===== config.mk =====
export PLATFORM = sky130hd
export DESIGN_NAME = meter_cmd
export DESIGN_NICKNAME = d
export VERILOG_FILES = /design/src/pkg/meter_pkg.sv /design/src/core/cmd_check.sv /design/src/core/meter_cmd.sv
export VERILOG_INCLUDE_DIRS = /design/src /design/src/pkg
export SDC_FILE = /design/constraint.sdc
export NUM_CORES = 2
export LEC_CHECK = 0
export ABC_CLOCK_PERIOD_IN_PS = 10680
export BUFFER_PORTS_ARGS = -buffer_cell sky130_fd_sc_hd__buf_4
export CAP_MARGIN = 20
export CORE_MARGIN = 1.5
export CORE_UTILIZATION = 40
export CTS_CLUSTER_DIAMETER = 100
export CTS_CLUSTER_SIZE = 25
export DETAILED_ROUTE_END_ITERATION = 8
export SLEW_MARGIN = 30
export SYNTH_ARGS = -nofsm -noshare
export SYNTH_HDL_FRONTEND = slang
export SYNTH_SLANG_ARGS = --single-unit

===== constraint.sdc =====
create_clock -name clk -period 10.68 [get_ports clk]
set_clock_uncertainty 0.2 [all_clocks]
set_input_delay 2.136 -clock clk [delete_from_list [all_inputs] [get_ports clk]]
set_output_delay 2.136 -clock clk [all_outputs]
set_load 0.005 [all_outputs]

===== src/pkg/meter_regs.svh =====
// register offsets, command numbers, result codes and reset values of the command block
`ifndef METER_REGS_SVH
`define METER_REGS_SVH
`define FUNC_READ_HOLD   8'h03
`define FUNC_WRITE_MULTI 8'h10
`define CMD_BASE_ADDR    16'h012C
`define CMD_LAST_ADDR    16'h01A7
`define HANDLED_ADDR     16'h01A8
`define OUTCOME_ADDR     16'h01A9
`define CMD_WORDS        124
`define CHECK_WORDS      13
`define CMD_SET_CLOCK    16'h03E9
`define CMD_SET_COMM     16'h03EA
`define CMD_SET_POWER    16'h03EB
`define CMD_SET_HARM     16'h03EC
`define NP_SET_CLOCK     8'h06
`define NP_SET_COMM      8'h03
`define NP_SET_POWER     8'h0D
`define NP_SET_HARM      8'h03
`define RES_OK           16'h0000
`define RES_BAD_CMD      16'h0050
`define RES_BAD_PARAM    16'h0051
`define RES_BAD_COUNT    16'h0052
`define RES_NOT_DONE     16'h0053
`define YEAR_BASE        16'h07D0
`define MS_PER_SEC       16'h03E8
`define COIL_SEC_MAX     16'h014D
`define DEF_SLAVE_ADDR   8'h01
`define DEF_BAUD_CODE    3'h4
`define DEF_PARITY_CODE  2'h1
`endif


===== src/pkg/meter_pkg.sv =====
// types shared by the meter command block
`include "meter_regs.svh"
package meter_pkg;
  typedef logic [`CHECK_WORDS-1:0][15:0] check_arr_t;
  typedef struct packed {
    logic        valid;
    logic [15:0] addr;
    logic [15:0] data;
  } word_wr_t;
  typedef struct packed {
    logic        done;
    logic [7:0]  func;
    logic [15:0] start;
    logic [7:0]  count;
  } frame_t;
  typedef struct packed {
    logic [7:0] slave_addr;
    logic [2:0] baud_code;
    logic [1:0] parity_code;
  } comm_cfg_t;
  typedef enum logic [2:0] {
    single_phase_line_neutral = 3'b000,
    single_phase_line_line    = 3'b001,
    three_phase_four_wire     = 3'b010,
    three_phase_three_wire    = 3'b011,
    split_phase_three_wire    = 3'b100
  } wiring_t;
  typedef struct packed {
    wiring_t     wiring;
    logic [15:0] nom_freq;
    logic [31:0] vt_primary;
    logic [15:0] vt_secondary;
    logic [31:0] coil_primary;
    logic [15:0] coil_secondary;
    logic [31:0] rcoil_primary;
    logic [15:0] rcoil_secondary;
    logic        volt_conn;
    logic        curr_conn;
  } power_cfg_t;
  typedef struct packed {
    logic        valid;
    logic [15:0] word1;
    logic [15:0] word2;
    logic [15:0] word3;
    logic [15:0] word4;
  } clock_set_t;
  typedef struct packed {
    logic [7:0] hx;
    logic [7:0] hy;
    logic [7:0] hz;
  } harm_cfg_t;
endpackage


===== src/core/cmd_check.sv =====
// parameter count and range checking of one command
`timescale 1ns/100ps
`include "meter_regs.svh"
module cmd_check
  import meter_pkg::*;
(
  input  wire logic [15:0] cmd,     // command number
  input  wire logic [7:0]  nparam,  // parameter words written
  input  wire check_arr_t  p,       // first parameter words
  output logic      [15:0] outcome  // result code
);
  function automatic logic in_rng(input logic [15:0] v, input logic [15:0] lo, input logic [15:0] hi);
    in_rng = (v >= lo) && (v <= hi);
  endfunction

  wire ok_clock = in_rng(p[0], `YEAR_BASE, 16'h0833) && in_rng(p[1], 16'h0001, 16'h000C) &&
                  in_rng(p[2], 16'h0001, 16'h001F) && in_rng(p[3], 16'h0000, 16'h0017) &&
                  in_rng(p[4], 16'h0000, 16'h003B) && in_rng(p[5], 16'h0000, 16'h003B);
  wire ok_comm  = in_rng(p[0], 16'h0001, 16'h00F7) && in_rng(p[1], 16'h0000, 16'h0006) &&
                  in_rng(p[2], 16'h0000, 16'h0002);
  // two-word primaries shift the later slots: secondaries sit at 4, 7 and 10
  wire vt_ok    = (p[4] == 16'h0064) || (p[4] == 16'h006E) || (p[4] == 16'h0073) || (p[4] == 16'h0078);
  wire ok_power = in_rng(p[0], 16'h0000, 16'h0004) && ((p[1] == 16'h0032) || (p[1] == 16'h003C)) && vt_ok &&
                  in_rng(p[7], 16'h0000, `COIL_SEC_MAX) && in_rng(p[10], 16'h0000, `COIL_SEC_MAX) &&
                  in_rng(p[11], 16'h0000, 16'h0001) && in_rng(p[12], 16'h0000, 16'h0001);
  wire ok_harm  = in_rng(p[0], 16'h0002, 16'h0034) && in_rng(p[1], 16'h0002, 16'h0034) &&
                  in_rng(p[2], 16'h0002, 16'h0034);

  always_comb begin
    case (cmd)
      `CMD_SET_CLOCK: outcome = (nparam != `NP_SET_CLOCK) ? `RES_BAD_COUNT : (ok_clock ? `RES_OK : `RES_BAD_PARAM);
      `CMD_SET_COMM:  outcome = (nparam != `NP_SET_COMM)  ? `RES_BAD_COUNT : (ok_comm  ? `RES_OK : `RES_BAD_PARAM);
      `CMD_SET_POWER: outcome = (nparam != `NP_SET_POWER) ? `RES_BAD_COUNT : (ok_power ? `RES_OK : `RES_BAD_PARAM);
      `CMD_SET_HARM:  outcome = (nparam != `NP_SET_HARM)  ? `RES_BAD_COUNT : (ok_harm  ? `RES_OK : `RES_BAD_PARAM);
      default:        outcome = `RES_BAD_CMD;
    endcase
  end
endmodule


===== src/core/meter_cmd.sv =====
// command register file and command interpreter of the power meter
`timescale 1ns/100ps
`include "meter_regs.svh"
module meter_cmd
  import meter_pkg::*;
(
  input  wire logic        clk,          // 10 MHz clock
  input  wire logic        rst_n,        // synchronous reset, active low
  input  wire word_wr_t    wr,           // one decoded function 16 register word
  input  wire frame_t      frame,        // end of a decoded write frame
  input  wire logic        rd_en,        // function 03 word read request
  input  wire logic [15:0] rd_addr,      // register address of the read
  input  wire logic        resp_sent,    // response to last write went out
  output logic      [15:0] rd_data,      // read word
  output logic             rd_valid,     // read word valid pulse
  output logic             rd_err,       // read of unmapped address pulse
  output logic             done,         // command finished pulse
  output clock_set_t       clock_set,    // clock load request
  output comm_cfg_t        comm_cfg,     // active link settings
  output power_cfg_t       power_cfg,    // power system settings
  output harm_cfg_t        harm_cfg      // harmonic orders
);
  logic [15:0] regs_q [`CMD_WORDS];
  logic [15:0] handled_q;
  logic [15:0] outcome_q;
  logic [15:0] rd_data_q;
  logic        rd_valid_q;
  logic        rd_err_q;
  logic        done_q;
  clock_set_t  clock_q;
  comm_cfg_t   comm_q;
  comm_cfg_t   comm_new_q;
  logic        comm_pend_q;
  power_cfg_t  power_q;
  harm_cfg_t   harm_q;
  check_arr_t  chk_p;
  logic [15:0] chk_out;

  function automatic logic [31:0] join32(input logic [15:0] hi, input logic [15:0] lo);
    join32 = {hi, lo};
  endfunction

  function automatic logic in_cmd(input logic [15:0] a);
    in_cmd = (a >= `CMD_BASE_ADDR) && (a <= `CMD_LAST_ADDR);
  endfunction

  wire [6:0]  wr_idx  = 7'(wr.addr - `CMD_BASE_ADDR);
  wire [6:0]  rd_idx  = 7'(rd_addr - `CMD_BASE_ADDR);
  // function 16 word writes land only in the command block
  wire        wr_hit  = wr.valid && in_cmd(wr.addr);
  // execution only from a function 16 frame starting at the command word
  wire        exec_w  = frame.done && (frame.func == `FUNC_WRITE_MULTI) &&
                        (frame.start == `CMD_BASE_ADDR) && (frame.count != 8'h00);
  wire [7:0]  nparam  = frame.count - 8'h01;
  wire [15:0] cmd_w   = regs_q[0];
  // a link settings change still waiting for its response blocks another link settings change
  wire        blocked = (cmd_w == `CMD_SET_COMM) && comm_pend_q && (chk_out == `RES_OK);
  wire [15:0] res_w   = blocked ? `RES_NOT_DONE : chk_out;
  wire        ok_w    = exec_w && (res_w == `RES_OK);
  wire        rd_cmd  = in_cmd(rd_addr);
  wire        rd_hnd  = rd_addr == `HANDLED_ADDR;
  wire        rd_out  = rd_addr == `OUTCOME_ADDR;
  wire        rd_bad  = !(rd_cmd || rd_hnd || rd_out);
  wire [15:0] rd_mux  = rd_cmd ? regs_q[rd_idx] : (rd_hnd ? handled_q : (rd_out ? outcome_q : 16'h0000));
  // year offset, bit 15 reserved zero
  wire [15:0] dt_w1   = {1'b0, 15'(regs_q[1] - `YEAR_BASE)};
  wire [15:0] dt_w2   = {regs_q[2][7:0], regs_q[3][7:0]};
  wire [15:0] dt_w3   = {regs_q[4][7:0], regs_q[5][7:0]};
  wire [15:0] dt_w4   = 16'(regs_q[6] * `MS_PER_SEC);

  // parameter words past the command's count are never looked at
  always_comb begin
    for (int i = 0; i < `CHECK_WORDS; i++) begin
      chk_p[i] = regs_q[i + 1];
    end
  end

  cmd_check u_check (
    .cmd     (cmd_w),
    .nparam  (nparam),
    .p       (chk_p),
    .outcome (chk_out)
  );

  always_ff @(posedge clk) begin
    if (wr_hit) begin
      regs_q[wr_idx] <= wr.data;
    end
  end

  // result registers follow each executed command
  always_ff @(posedge clk) begin
    if (!rst_n) begin
      handled_q <= 16'h0000;
      outcome_q <= `RES_OK;
      done_q    <= 1'b0;
    end else begin
      done_q <= exec_w;
      if (exec_w) begin
        handled_q <= cmd_w;
        outcome_q <= res_w;
      end
    end
  end

  // function 03 read, answered one cycle later
  always_ff @(posedge clk) begin
    if (!rst_n) begin
      rd_data_q  <= 16'h0000;
      rd_valid_q <= 1'b0;
      rd_err_q   <= 1'b0;
    end else begin
      rd_valid_q <= rd_en && !rd_bad;
      rd_err_q   <= rd_en && rd_bad;
      rd_data_q  <= rd_en ? rd_mux : rd_data_q;
    end
  end

  // clock load as the four-word date-time value
  always_ff @(posedge clk) begin
    if (!rst_n) begin
      clock_q <= '0;
    end else begin
      clock_q.valid <= ok_w && (cmd_w == `CMD_SET_CLOCK);
      if (ok_w && (cmd_w == `CMD_SET_CLOCK)) begin
        clock_q.word1 <= dt_w1;
        clock_q.word2 <= dt_w2;
        clock_q.word3 <= dt_w3;
        clock_q.word4 <= dt_w4;
      end
    end
  end

  // settings held aside; applied once the acknowledgement left
  always_ff @(posedge clk) begin
    if (!rst_n) begin
      comm_q      <= '{slave_addr: `DEF_SLAVE_ADDR, baud_code: `DEF_BAUD_CODE, parity_code: `DEF_PARITY_CODE};
      comm_new_q  <= '{slave_addr: `DEF_SLAVE_ADDR, baud_code: `DEF_BAUD_CODE, parity_code: `DEF_PARITY_CODE};
      comm_pend_q <= 1'b0;
    end else if (ok_w && (cmd_w == `CMD_SET_COMM)) begin
      comm_new_q  <= '{slave_addr: regs_q[1][7:0], baud_code: regs_q[2][2:0], parity_code: regs_q[3][1:0]};
      comm_pend_q <= 1'b1;
    end else if (comm_pend_q && resp_sent) begin
      comm_q      <= comm_new_q;
      comm_pend_q <= 1'b0;
    end
  end

  // power system words in order; values of two words use the same join
  always_ff @(posedge clk) begin
    if (!rst_n) begin
      power_q <= '{wiring: three_phase_four_wire, nom_freq: 16'h0032, default: '0};
    end else if (ok_w && (cmd_w == `CMD_SET_POWER)) begin
      power_q.wiring          <= wiring_t'(regs_q[1][2:0]);
      power_q.nom_freq        <= regs_q[2];
      power_q.vt_primary      <= join32(regs_q[3], regs_q[4]);
      power_q.vt_secondary    <= regs_q[5];
      power_q.coil_primary    <= join32(regs_q[6], regs_q[7]);
      power_q.coil_secondary  <= regs_q[8];
      power_q.rcoil_primary   <= join32(regs_q[9], regs_q[10]);
      power_q.rcoil_secondary <= regs_q[11];
      power_q.volt_conn       <= regs_q[12][0];
      power_q.curr_conn       <= regs_q[13][0];
    end
  end

  always_ff @(posedge clk) begin
    if (!rst_n) begin
      harm_q <= '{hx: 8'h02, hy: 8'h02, hz: 8'h02};
    end else if (ok_w && (cmd_w == `CMD_SET_HARM)) begin
      harm_q <= '{hx: regs_q[1][7:0], hy: regs_q[2][7:0], hz: regs_q[3][7:0]};
    end
  end

  assign rd_data   = rd_data_q;
  assign rd_valid  = rd_valid_q;
  assign rd_err    = rd_err_q;
  assign done      = done_q;
  assign clock_set = clock_q;
  assign comm_cfg  = comm_q;
  assign power_cfg = power_q;
  assign harm_cfg  = harm_q;
endmodule


==> summary.md <==
| Metric | Value |
|---|---|
| Worst skew pair latency | `0.80 ns` |
| Synth warn | `0` |
| Power Density | `between 150 and 200 nW/um^2` |
| Initial Util | `0.404` |
| # H-tree levels | `3` |
| Residual DRC count | `0` |
| Clk pin slew, worst setup/hold paths | `~0.11 ns` |
| Hold Path Stages | `1` |
| Resize count post-CTS | `0` |
| Setup_tns | `0 ns` |
| Sw Share | `0.225` |
| Routed wire length | `roughly 270000 um` |
| VDD IR-drop max | `around 0.12 mV` |
| IO Count | `~370` |
| CTS tree | `done` |
| NetSw | `3.57 mW` |
| WS Path Type | `in -> reg` |
| Grt total ovfl | `0` |
| RSZ-0062 raised after global routing | `no` |
| Post-synthesis adder-cell area fraction | `0.0109` |
| Max Cap Violations | `0` |
| Hold crit path type | `reg -> reg` |
| Compound-Gate Fraction of Synth Area | `0.0261` |
| Synth-to-layout area growth | `11.0%` |
| # nets final | `approximately 5600` |
| Worst flop-to-flop path endpoint | `clock_set[14]` |
| Status | `complete, no violations` |
| Period minus WS final | `~5.5 ns` |
| Core area | `231000 um^2` |
| Clock root cell | `clkbuf_16` |
| Syn Area/Cell | `between 15 and 20 um^2` |
| Maximum clock rate | `about 180 MHz` |
| Post-synth EDFFs | `between 2000 and 2500` |
| First-pass GRT wire length | `roughly 380000 um` |
| Cells after Synth | `5077` |
| Worst-case reg-to-reg path depth | `13` |
| Critical path's slowest cell | `mux4_2` |
| Pre-Repair DR Iteration Count | `6` |
| #FFs+latches synth | `roughly 2400` |
| DR WL/cell | `about 32 um` |
| Share of the synthesized area in the top cell type | `0.661` |
| Area leader, netlist | `edfxtp_1` |
| Die extent in y | `around 490 um` |
| Largest family of logic cells by synthesized area | `multiplexers` |
| Cell leakage power | `roughly 34 nW` |
| Worst Path Arrival | `~6 ns` |
| GPL Wtd Cong | `between 0.9 and 1` |
| Final setup viols | `0` |
| Row count | `approximately 180` |
| Initial DRC count | `between 6000 and 7000` |
| Post-layout util | `0.448` |
| Most frequent cells in the layout | `edfxtp_1 (2048), buf_4 (538), mux4_2 (531), nand2_1 (521), mux2i_1 (337)` |
| Die Span X | `approximately 490 um` |
| XOR/XNOR Fraction of Synth Area | `0.00292` |
| CP peak stage delay | `just under 0.7 ns` |
| Die area | `between 200000 and 250000 um^2` |
| Hold worst-path end | `power_cfg[150]` |
| Largest net degree at the start of global routing | `roughly 200` |
| Critical hold path startpoint | `power_cfg[150]` |
| Final Max Tran Viols | `0` |
| CP endpoint kind | `flip-flop` |
| Ratio of cells with drive above 1 in the final layout | `0.230` |
| Crit share post-route | `0.518` |
| Logic pwr share | `0.067` |
| Critical-path cell list | `buf_8 > clkinv_2 > ha_4 > inv_4 > buf_4 > mux4_2 > a32o_1 > o21ai_0 > a41oi_1` |
| Worst R2R Setup Slack | `between 5 and 6 ns` |
| Antenna violations before repair | `13` |
| Detail Route Antenna Nets | `0` |
| Final hold violations | `0` |
| Clock share of power | `0.301` |
| Count of cell types in the netlist | `75` |
| Crit path max-delay family | `buffers and inverters` |
| Synth Flop Type | `edfxtp_1` |
| Post-synthesis sequential area ratio | `0.729` |
| Relative slew margins | `0.313` |
| Post-synthesis async set-or-reset flop share | `0` |
| Clock sink count | `2363` |
| Via count | `roughly 50000` |
| CTS buffer count | `106` |
| Worst Tran Pin Value | `1.03 ns` |
| Post-Synth Simple-Gate Area | `0.0499` |
| Synth area leaders | `edfxtp_1 (66%), mux4_2 (13%), dfxtp_1 (6.8%)` |
| Synth Cell Area | `93100 um^2` |
| Most common cell after layout, fill and taps aside | `edfxtp_1` |
| Sequential share of power | `0.632` |
| Vias in the first global route | `slightly below 50000` |
| WHS | `~0.25 ns` |
| Crit path buffers/inverters | `4` |
| Via density | `5.87` |
| Tot GR Track Use | `0.227` |
| Hold-fix buffers at CTS | `0` |
| Dpl hpwl | `roughly 170000 um` |
| Worst setup SP type | `primary input` |
| CP Max Fanout | `39` |
| Mux cell area share after synthesis | `0.166` |
| Cell-internal power | `about 12 mW` |
| Crit path depth | `9` |
| Critical path launch point | `rd_addr[2]` |
| Port buffer count | `367` |
| CTS max path bufs | `3` |
| Setup Buffers After CTS | `0` |
| FF-to-FF Start | `regs_q[6][2]` |
| Required time worst endpoint | `between 10 and 15 ns` |
[state kept, by name, indices dropped and copies added, names as in the netlist]
signal and flops:
done 1, rd_err 1, rd_valid 1, harm_cfg 24
clock_set 61, power_cfg 165, comm_pend_q 1, handled_q 16
outcome_q 3, regs_q 2048, comm_new_q 13, rd_data 16
comm_cfg 13
[power by group through the flow]
stage | logic (mW) | registers (mW) | clock network (mW)
finish | 1.05 | 10.0 | 4.78
global route | 1.09 | 10.0 | 5.14
CTS | 1.05 | 10.0 | 4.85
detailed placement | 1.05 | 10.2 | 0
global placement | 1.04 | 10.2 | 0
floorplan | 0.518 | 10.2 | 0
[worst register-to-register path, delay by kind of cell, from the launching register on]
kind                       cells  cell delay (ns)
adders and majority gates      5             2.40
AOI/OAI and AO/OA              4             0.99
xor gates and xnor gates       1             0.16
and+or+nand+nor                1             0.12
buffers and inverters          2             0.12
DFF                            1             0.62
[worst max path at each step]
| stage | end |
|---|---|
| after floorplan | rd_data[13] |
| after global placement | rd_data[2] |
| after detailed placement | rd_data[8] |
| after CTS | rd_data[8] |
| after global routing | rd_data[8] |
| final | rd_data[14] |
[Yosys cell counts (8+ instances only)]
cell,n
inv_1,50
nand4_1,23
xnor2_1,21
buf_2,66
o211ai_1,10
buf_1,48
a21oi_1,67
a221oi_1,32
dfxtp_1,315
xor2_1,10
a22oi_1,31
o22ai_1,17
o31ai_1,11
a31oi_1,16
a41oi_1,10
nor2_1,221
nor2b_1,22
edfxtp_1,2048
and3_1,65
o21ai_0,72
a211oi_1,18
o21a_1,9
fa_1,27
buf_6,8
nor4_1,30
ha_1,37
and2_1,14
mux2i_1,337
nand2_1,523
clkbuf_1,159
nor3_1,35
mux4_2,531
buf_4,13
nand3_1,54
mux2_2,8
[per-stage QoR]
| step | std cells | setup WS, ns | power, mW | instance area (um^2) |
|---|---|---|---|---|
| finish | 8549 | 5.15 | 15.8 | 103000 |
| CTS | 8541 | 5.15 | 15.9 | 103000 |
| global placement | 8369 | 4.33 | 11.3 | 100000 |
| global route | 8545 | 4.85 | 16.2 | 103000 |
| floorplan | 5080 | 4.20 | 10.7 | 93100 |
| detailed placement | 8371 | 4.30 | 11.3 | 100000 |
[routing by layer]
metal,track usage,share of wire,up-vias
li1,-,-,20820
met4,0.0772,0.039,2
met5,0,0.000048,-
met3,0.0333,0.075,336
met2,0.366,0.48,2386
met1,0.316,0.41,26628
[final cells by class]
type                       instances  area (um^2)
sequential                      2363        67800
clock buffer                     160         2940
tap                             3026         3790
clock inverter                    10          134
multi-input combinational       2373        24000
antenna                            7         17.5
fill                           19855       127000
timing repair buffer             560         4410
inverter                          50          191
[logic make-up after synthesis]
family          Yosys count
other cells               1
simple gates           1042
mux                     876
compound gates          355
buf+inv                 344
xor+xnor                 31
flops                  2363
fa+ha+maj                65
Power figures use the tool's default switching activity.
